--- config.mk ---
export PLATFORM = sky130hd
export DESIGN_NAME = rcr_top
export DESIGN_NICKNAME = d
export VERILOG_FILES = /design/src/verilog/rcr_pkg.sv /design/src/verilog/rcr_rst_sync.sv /design/src/verilog/rcr_cause_flag.sv /design/src/verilog/rcr_top.sv
export SDC_FILE = /design/constraint.sdc
export NUM_CORES = 1
export LEC_CHECK = 0
export BUFFER_PORTS_ARGS = -buffer_cell sky130_fd_sc_hd__buf_4
export CORE_MARGIN = 3
export CORE_UTILIZATION = 44
export DETAILED_ROUTE_END_ITERATION = 6
export PLACE_DENSITY_LB_ADDON = 0.2
export SYNTH_ARGS = -nofsm -noshare
export SYNTH_HDL_FRONTEND = slang
export SYNTH_SLANG_ARGS = --single-unit
--- constraint.sdc ---
create_clock -name clk_sys -period 1.6 [get_ports clk_sys]
set_clock_uncertainty 0.1 [all_clocks]
set_input_delay 0.24 -clock clk_sys [delete_from_list [all_inputs] [get_ports clk_sys]]
set_output_delay 0.24 -clock clk_sys [all_outputs]
set_load 0.02 [all_outputs]
--- src/verilog/rcr_pkg.sv ---
// rcr_pkg: addresses, bit positions and reset values for the reset cause recorder
package rcr_pkg;
    // documented register addresses on the cpu data bus
    localparam logic [15:0] RCR_ADDR_CAUSE = 16'hFF54;
    localparam logic [15:0] RCR_ADDR_LVCTL = 16'hFF50;
    localparam logic [15:0] RCR_ADDR_LVLVL = 16'hFF51;
    // interrupt flag register addresses, placed in a free area of the map
    localparam logic [15:0] RCR_ADDR_IRQREQA = 16'hFFE0;
    localparam logic [15:0] RCR_ADDR_IRQREQB = 16'hFFE1;
    localparam logic [15:0] RCR_ADDR_IRQMSKA = 16'hFFE4;
    localparam logic [15:0] RCR_ADDR_IRQMSKB = 16'hFFE5;

    // cause register layout
    localparam int RCR_WDT_BIT = 4;
    localparam int RCR_LVR_BIT = 0;
    localparam logic [7:0] RCR_CAUSE_USED = 8'h11;

    // low-voltage control register layout
    localparam int RCR_LVCTL_ON_BIT = 7;
    localparam int RCR_LVCTL_MODE_BIT = 1;
    localparam int RCR_LVCTL_FLAG_BIT = 0;
    localparam int RCR_LVLVL_W = 4;

    // reset and idle values
    localparam logic [7:0] RCR_CAUSE_RST = 8'h00;
    localparam logic [7:0] RCR_LV_RST = 8'h00;
    localparam logic [RCR_LVLVL_W-1:0] RCR_LVLVL_RST = 4'h0;
    localparam logic [7:0] RCR_MASK_RST = 8'hFF;
    localparam logic [7:0] RCR_REQ_RST = 8'h00;
    localparam logic [7:0] RCR_RD_IDLE = 8'h00;
endpackage : rcr_pkg

--- src/verilog/rcr_rst_sync.sv ---
// rcr_rst_sync: two-stage release synchroniser for the asynchronous reset
`timescale 1ns/10ps
`default_nettype none
module rcr_rst_sync (
    input wire logic clk_sys,
    input wire logic arst_n,
    output logic rstSync_n
);
    logic meta_ff;
    logic hold_ff;

    // assert at once, release two edges later so no flop sees a runt release
    always_ff @(posedge clk_sys or negedge arst_n) begin
        if (!arst_n) begin
            meta_ff <= 1'b0;
            hold_ff <= 1'b0;
        end else begin
            meta_ff <= 1'b1;
            hold_ff <= meta_ff;
        end
    end

    assign rstSync_n = hold_ff;
endmodule : rcr_rst_sync
`default_nettype wire

--- src/verilog/rcr_cause_flag.sv ---
// rcr_cause_flag: one sticky reset cause flag with clear and set priorities
`timescale 1ns/10ps
`default_nettype none
module rcr_cause_flag (
    input wire logic clk_sys,
    input wire logic rst_n,
    input wire logic hardClr,
    input wire logic setReq,
    input wire logic readClr,
    output logic flagQ
);
    logic flag_ff;
    logic nxt_flag;

    // pin or power-on clear beats everything; a set beats a read clear
    always_comb begin
        nxt_flag = flag_ff;
        if (hardClr) begin
            nxt_flag = 1'b0;
        end else if (setReq) begin
            nxt_flag = 1'b1;
        end else if (readClr) begin
            nxt_flag = 1'b0;
        end
    end

    // the flag survives the internal reset it reports
    always_ff @(posedge clk_sys or negedge rst_n) begin
        if (!rst_n) begin
            flag_ff <= 1'b0;
        end else begin
            flag_ff <= nxt_flag;
        end
    end

    assign flagQ = flag_ff;
endmodule : rcr_cause_flag
`default_nettype wire

--- src/verilog/rcr_top.sv ---
// rcr_top: internal reset combiner, reset cause register and reset-dependent registers
//
// Contract
// - A cause register records whether watchdog or low-voltage caused the last reset.
// - Software reads the cause register as one read-only 8-bit byte.
// - Pin reset, power-on clear and a completed software read clear it to zero.
// - Bit 4 flags a watchdog reset request; zero otherwise or after a clear.
// - Bit 0 flags a low-voltage reset request; zero otherwise or after a clear.
// - Watchdog or low-voltage reset sets its own flag instead of clearing the register.
// - Each of these two resets leaves the other source's flag unchanged.
// - Low-voltage control and level registers clear on pin, power-on, watchdog reset only.
// - Power-on clear asserts the internal reset when power first arrives.
// - Internal reset holds while supply is below threshold, releases at or above.
// - On reset interrupt masks become all ones and interrupt requests all zeros.
`timescale 1ns/10ps
`default_nettype none
module rcr_top (
    input wire logic clk_sys,
    input wire logic arst_n,
    input wire logic pinRstReq,
    input wire logic pocBelow,
    input wire logic wdtRstReq,
    input wire logic lvrRstReq,
    input wire logic lvBelow,
    input wire logic [7:0] irqSetA,
    input wire logic [7:0] irqSetB,
    input wire logic [15:0] cpuAddr,
    input wire logic cpuRd,
    input wire logic cpuWr,
    input wire logic [7:0] cpuWrData,
    output logic [7:0] cpuRdData,
    output logic cpuRdValid,
    output logic intRst_n,
    output logic lvEnable,
    output logic lvResetMode,
    output logic [3:0] lvLevel,
    output logic [7:0] irqMaskA,
    output logic [7:0] irqMaskB,
    output logic [7:0] irqReqA,
    output logic [7:0] irqReqB
);
    logic rstSync_n;
    logic anyReq;
    logic hardClr;
    logic lvRegClr;
    logic readCause;
    logic wdtFlag;
    logic lvrFlag;
    logic [7:0] causeByte;
    logic [7:0] nxt_rdData;
    logic intRst_ff;
    logic [7:0] rdData_ff;
    logic rdValid_ff;
    logic lvOn_ff;
    logic lvMode_ff;
    logic [rcr_pkg::RCR_LVLVL_W-1:0] lvLvl_ff;
    logic [7:0] mskA_ff;
    logic [7:0] mskB_ff;
    logic [7:0] reqA_ff;
    logic [7:0] reqB_ff;

    // address compare, shared by every read and write decode
    function automatic logic addrHit(input logic [15:0] a, input logic [15:0] reg_addr);
        return a == reg_addr;
    endfunction : addrHit

    // place the two flags in their byte; all other positions are constant zero
    function automatic logic [7:0] packCause(input logic wdt, input logic lvr);
        logic [7:0] b;
        b = rcr_pkg::RCR_CAUSE_RST;
        b[rcr_pkg::RCR_WDT_BIT] = wdt;
        b[rcr_pkg::RCR_LVR_BIT] = lvr;
        return b;
    endfunction : packCause

    rcr_rst_sync u_sync (
        .clk_sys(clk_sys),
        .arst_n(arst_n),
        .rstSync_n(rstSync_n)
    );

    // reset source decode; pin and power-on clear are the only reset sources that erase causes
    assign anyReq = pinRstReq | pocBelow | wdtRstReq | lvrRstReq;
    assign hardClr = pinRstReq | pocBelow;
    assign lvRegClr = pinRstReq | pocBelow | wdtRstReq;
    assign readCause = cpuRd & addrHit(cpuAddr, rcr_pkg::RCR_ADDR_CAUSE);

    // internal reset is low from power-up and for every cycle a source asks for it
    always_ff @(posedge clk_sys or negedge rstSync_n) begin
        if (!rstSync_n) begin
            intRst_ff <= 1'b0;
        end else begin
            intRst_ff <= ~anyReq;
        end
    end

    // cause flags sit outside the internal reset so they can report it
    rcr_cause_flag u_wdt_flag (
        .clk_sys(clk_sys),
        .rst_n(rstSync_n),
        .hardClr(hardClr),
        .setReq(wdtRstReq),
        .readClr(readCause),
        .flagQ(wdtFlag)
    );

    rcr_cause_flag u_lvr_flag (
        .clk_sys(clk_sys),
        .rst_n(rstSync_n),
        .hardClr(hardClr),
        .setReq(lvrRstReq),
        .readClr(readCause),
        .flagQ(lvrFlag)
    );

    assign causeByte = packCause(wdtFlag, lvrFlag);

    // read mux; unmapped addresses return zero
    always_comb begin
        nxt_rdData = rcr_pkg::RCR_RD_IDLE;
        if (addrHit(cpuAddr, rcr_pkg::RCR_ADDR_CAUSE)) begin
            nxt_rdData = causeByte;
        end else if (addrHit(cpuAddr, rcr_pkg::RCR_ADDR_LVCTL)) begin
            nxt_rdData[rcr_pkg::RCR_LVCTL_ON_BIT] = lvOn_ff;
            nxt_rdData[rcr_pkg::RCR_LVCTL_MODE_BIT] = lvMode_ff;
            nxt_rdData[rcr_pkg::RCR_LVCTL_FLAG_BIT] = lvBelow & lvOn_ff;
        end else if (addrHit(cpuAddr, rcr_pkg::RCR_ADDR_LVLVL)) begin
            nxt_rdData[rcr_pkg::RCR_LVLVL_W-1:0] = lvLvl_ff;
        end else if (addrHit(cpuAddr, rcr_pkg::RCR_ADDR_IRQREQA)) begin
            nxt_rdData = reqA_ff;
        end else if (addrHit(cpuAddr, rcr_pkg::RCR_ADDR_IRQREQB)) begin
            nxt_rdData = reqB_ff;
        end else if (addrHit(cpuAddr, rcr_pkg::RCR_ADDR_IRQMSKA)) begin
            nxt_rdData = mskA_ff;
        end else if (addrHit(cpuAddr, rcr_pkg::RCR_ADDR_IRQMSKB)) begin
            nxt_rdData = mskB_ff;
        end
    end

    // read data is captured on the same edge that clears the cause flags,
    // so the byte returned is the value from before the clear
    always_ff @(posedge clk_sys or negedge rstSync_n) begin
        if (!rstSync_n) begin
            rdData_ff <= rcr_pkg::RCR_RD_IDLE;
            rdValid_ff <= 1'b0;
        end else begin
            rdValid_ff <= cpuRd;
            if (cpuRd) begin
                rdData_ff <= nxt_rdData;
            end
        end
    end

    // low-voltage settings survive a reset the detector itself raised
    always_ff @(posedge clk_sys or negedge rstSync_n) begin
        if (!rstSync_n) begin
            lvOn_ff <= rcr_pkg::RCR_LV_RST[rcr_pkg::RCR_LVCTL_ON_BIT];
            lvMode_ff <= rcr_pkg::RCR_LV_RST[rcr_pkg::RCR_LVCTL_MODE_BIT];
        end else if (lvRegClr) begin
            lvOn_ff <= rcr_pkg::RCR_LV_RST[rcr_pkg::RCR_LVCTL_ON_BIT];
            lvMode_ff <= rcr_pkg::RCR_LV_RST[rcr_pkg::RCR_LVCTL_MODE_BIT];
        end else if (cpuWr && addrHit(cpuAddr, rcr_pkg::RCR_ADDR_LVCTL)) begin
            lvOn_ff <= cpuWrData[rcr_pkg::RCR_LVCTL_ON_BIT];
            lvMode_ff <= cpuWrData[rcr_pkg::RCR_LVCTL_MODE_BIT];
        end
    end

    // level select keeps only the four documented bits
    always_ff @(posedge clk_sys or negedge rstSync_n) begin
        if (!rstSync_n) begin
            lvLvl_ff <= rcr_pkg::RCR_LVLVL_RST;
        end else if (lvRegClr) begin
            lvLvl_ff <= rcr_pkg::RCR_LVLVL_RST;
        end else if (cpuWr && addrHit(cpuAddr, rcr_pkg::RCR_ADDR_LVLVL)) begin
            lvLvl_ff <= cpuWrData[rcr_pkg::RCR_LVLVL_W-1:0];
        end
    end

    // interrupt masks: every reset source reinitialises them
    always_ff @(posedge clk_sys or negedge rstSync_n) begin
        if (!rstSync_n) begin
            mskA_ff <= rcr_pkg::RCR_MASK_RST;
            mskB_ff <= rcr_pkg::RCR_MASK_RST;
        end else if (anyReq) begin
            mskA_ff <= rcr_pkg::RCR_MASK_RST;
            mskB_ff <= rcr_pkg::RCR_MASK_RST;
        end else if (cpuWr) begin
            if (addrHit(cpuAddr, rcr_pkg::RCR_ADDR_IRQMSKA)) begin
                mskA_ff <= cpuWrData;
            end
            if (addrHit(cpuAddr, rcr_pkg::RCR_ADDR_IRQMSKB)) begin
                mskB_ff <= cpuWrData;
            end
        end
    end

    // interrupt requests: hardware sets win over a software write of zero
    always_ff @(posedge clk_sys or negedge rstSync_n) begin
        if (!rstSync_n) begin
            reqA_ff <= rcr_pkg::RCR_REQ_RST;
            reqB_ff <= rcr_pkg::RCR_REQ_RST;
        end else if (anyReq) begin
            reqA_ff <= rcr_pkg::RCR_REQ_RST;
            reqB_ff <= rcr_pkg::RCR_REQ_RST;
        end else begin
            if (cpuWr && addrHit(cpuAddr, rcr_pkg::RCR_ADDR_IRQREQA)) begin
                reqA_ff <= cpuWrData | irqSetA;
            end else begin
                reqA_ff <= reqA_ff | irqSetA;
            end
            if (cpuWr && addrHit(cpuAddr, rcr_pkg::RCR_ADDR_IRQREQB)) begin
                reqB_ff <= cpuWrData | irqSetB;
            end else begin
                reqB_ff <= reqB_ff | irqSetB;
            end
        end
    end

    // outputs
    assign cpuRdData = rdData_ff;
    assign cpuRdValid = rdValid_ff;
    assign intRst_n = intRst_ff;
    assign lvEnable = lvOn_ff;
    assign lvResetMode = lvMode_ff;
    assign lvLevel = lvLvl_ff;
    assign irqMaskA = mskA_ff;
    assign irqMaskB = mskB_ff;
    assign irqReqA = reqA_ff;
    assign irqReqB = reqB_ff;
endmodule : rcr_top
`default_nettype wire

==> insert_results.sql <==
INSERT INTO impl_metrics (metric_group, metric, value, unit) VALUES
('power', 'vdd_drop_max', '0.458', 'mV'),
('hold_path', 'timing.hold.worst_endpoint', 'u_lvr_flag.flagQ', ''),
('floorplan', 'floorplan.initialDensity', '45.9', '%'),
('grt', 'first_global_vias', '2466', ''),
('final_layout', 'fin_nets', '423', ''),
('setup_path', 'critical_path.top_delay_family', 'simple AND/OR/NAND/NOR gates', ''),
('grt', 'grt_antenna_before_repair', '0', ''),
('logic_synthesis', 'yosys_warnings', '0', ''),
('floorplan', 'die_area', '6730', 'sq um'),
('detailed_routing', 'drc', '0', ''),
('placement', 'dp_cells', '438', ''),
('hold_path', 'timing.hold.worst_path_depth', '3', ''),
('clocking', 'cts_setup_buffers', '0', ''),
('setup_path', 'r2r_slack', '0.21', 'ns'),
('sta', 'final-setup-viol-count', '0', ''),
('logic_synthesis', 'largest_area_contributor_in_the_synthesized_netlist', 'dfrtp_1', ''),
('setup_path', 'cpPeakStageDelay', '0.57', 'ns'),
('logic_synthesis', 'ys_types', '43', ''),
('clocking', 'cts.reportedPaths.clkPinSlew', '0.09', 'ns'),
('sta', 'timing.final.crit_share', '96.7', '%'),
('logic_synthesis', 'synth.net_count', '294', ''),
('power', 'power_per_cell_area', '677', 'nW/um^2'),
('run', 'timing.max_cap.violations', '0', ''),
('placement', 'gp_routability_congestion', '0.892', ''),
('floorplan', 'fp.coreArea', '5540', 'sq um'),
('floorplan', 'chipHeight', '82.0', 'microns'),
('logic_synthesis', 'post_synth_top_flop', 'dfrtp_1', ''),
('outcome', 'outcome', 'finished clean', ''),
('detailed_routing', 'vias', '2444', ''),
('setup_path', 'rr_startpoint', 'irqMaskB[5]', ''),
('power', 'leakagePower', '1.80', 'nW'),
('grt', 'grt_pass1_wl', '12300', 'microns'),
('placement', 'place_area', '3680', 'sq um'),
('final_layout', 'utilization', '68.8', '%'),
('sta', 'report.final.slew_viol_count', '0', ''),
('floorplan', 'std_cell_rows', '27', ''),
('grt', 'global_route.usage.total', '24.4', '%'),
('setup_path', 'r2r-end', 'cpuRdData[5]', ''),
('placement', 'hpwl', '5840', 'microns'),
('setup_path', 'worst-path-max-fanout', '8', ''),
('sta', 'max_freq', '646', 'MHz'),
('logic_synthesis', 'synthTopCellsByArea', 'dfrtp_1, dfstp_2, mux2i_1, nand2_1, nor3_1', ''),
('setup_path', 'cp-start-kind', 'input pin', ''),
('final_layout', 'drive_gt1_share', '48.3', '%'),
('clocking', 'cts-root-buf', 'clkbuf_8', ''),
('floorplan', 'floorplan.io_pins', '97', ''),
('hold_path', 'holdCritPathClass', 'in2reg', ''),
('detailed_routing', 'drt_pass1_iterations', '4', ''),
('logic_synthesis', 'synthesis.instances', '245', ''),
('logic_synthesis', 'yosysSeqAreaShare', '52.0', '%'),
('logic_synthesis', 'cell_area_after_synthesis', '2540', 'sq um'),
('sta', 'timing.final.hold_violations', '0', ''),
('setup_path', 'ff2ff_path_depth', '4', ''),
('setup_path', 'cp_num_buf_inv', '1', ''),
('clocking', 'ctsLongestPathBuffers', '2', ''),
('grt', 'global_route.overflow_total', '0', ''),
('logic_synthesis', 'synth.avg_cell_area', '10.4', 'sq um'),
('clocking', 'worst_skew_pair.late_latency', '0.30', 'ns'),
('final_layout', 'finish.instance_area', '3810', 'sq um'),
('clocking', 'numCtsBuffers', '5', ''),
('placement', 'port-buffer-count', '96', ''),
('detailed_routing', 'routed_wl', '7860', 'microns'),
('logic_synthesis', 'async_s_r_ff_share_synth', '100', '%'),
('setup_path', 'chain_of_cells_forming_the_critical_path', 'buf_4, or4_4, nor4_4, nand2_2, nand2_1, a21oi_2', ''),
('power', 'report.power.total', '2.58', 'mW'),
('final_layout', 'layout.cells.non_filler', '447', ''),
('floorplan', 'chipWidth', '82.0', 'microns'),
('clocking', 'cts_max_level', '2', ''),
('detailed_routing', 'antenna_violating_nets_post_route', '0', ''),
('sta', 'final.min_clock_period', '1.55', 'ns'),
('setup_path', 'worst-endpoint-required', '1.69', 'ns');
-- what timing repair did --
item,CTS,global route
gates resized for setup,0,4
endpoints found under the setup margin,0,4
hold endpoints to repair,2,0
hold buffers,1,0
-- where the power goes --
group	switching (mW)	internal, mW	total (mW)
logic	0.174	0.172	0.345
registers	0.0130	1.33	1.35
clock network	0.425	0.465	0.890
-- flip-flops by register name (all words and copies together), names as in the netlist, 4 cells and up --
signal / count
irqMaskB: 8
irqMaskA: 8
lvLevel: 4
irqReqB: 8
cpuRdData: 8
irqReqA: 8
-- routing by layer --
layer	up-vias	wire length [microns]	track usage, %
met2	73	3950	39.7
met3	4	458	4.71
li1	1158	-	-
met1	1209	3390	33.6
met5	-	0	0
met4	0	65	5.81
-- kinds of logic after synthesis --
group | count (synthesis) | share of synthesized area [%]
compound gates | 44 | 10.4
buf+inv | 15 | 2.36
flops | 52 | 52.0
mux | 27 | 12.6
other cells | 1 | 0.147
simple gates | 106 | 22.5
-- Yosys cell counts, drive strengths merged (3+ instances only) --
master	count
a21oi	17
a31oi	10
buf	4
clkbuf	6
dfrtp	36
dfstp	16
inv	5
mux2i	23
mux4	4
nand2	38
nand3	4
nand4	3
nor2	11
nor3	27
nor4	5
o21ai	7
or3	3
-- worst register-to-register path: cells and delay by family (launching register included) --
kind / cells / cell delay, ns
AOI/OAI and AO/OA: 2 / 0.48
DFF: 1 / 0.56
muxes: 1 / 0.08
and+or+nand+nor: 1 / 0.07
-- cells in the final DEF (no fill, tap or decap), drive strengths merged, types with 2 or more instances in the layout --
master    n
buf     131
nand2    38
dfrtp    36
nor3     27
mux2i    23
a21oi    17
dfstp    16
nor2     11
a31oi    10
o21ai     7
clkbuf    6
inv       5
nor4      5
nand3     4
mux4      4
or3       3
nand4     3
or2       2
nand4b    2
nor2b     2
and3      2
o32ai     2
-- per-stage QoR --
stage	TNS [ns]	worst slack (ns)	hold WS, ns
after detailed placement	-8.29	-0.273	-0.0760
after CTS	0	0.0406	0.0819
final	0	0.0527	0.0887
after global routing	-0.0260	-0.0260	0.0782
after global placement	-7.33	-0.257	-0.0768
after floorplan	-5.44	-0.188	-0.156
-- layout make-up --
class	count	area (sq um)
Fill cell	433	1730
Sequential cell	52	1320
Multi-Input combinational cell	178	1230
Timing Repair Buffer	132	1040
Tap cell	72	90.1
Clock buffer	6	72.6
Clock inverter	2	35.0
Inverter	5	18.8
-- worst max-delay path by stage --
stage           startpoint                to  slack (ns)  depth (start not counted)
6_report        cpuAddr[1]        irqReqA[3]        0.05                          6
3_3_place_gp    cpuAddr[1]        lvLevel[3]       -0.26                          6
2_1_floorplan  cpuAddr[12]  u_lvr_flag.flagQ       -0.19                          5
3_5_place_dp    cpuAddr[1]        lvLevel[2]       -0.27                          6
4_1_cts         cpuAddr[1]        lvLevel[2]        0.04                          6
5_1_grt         cpuAddr[1]        irqReqB[0]       -0.03                          8
Note: power is estimated with default switching activity, not from simulation.
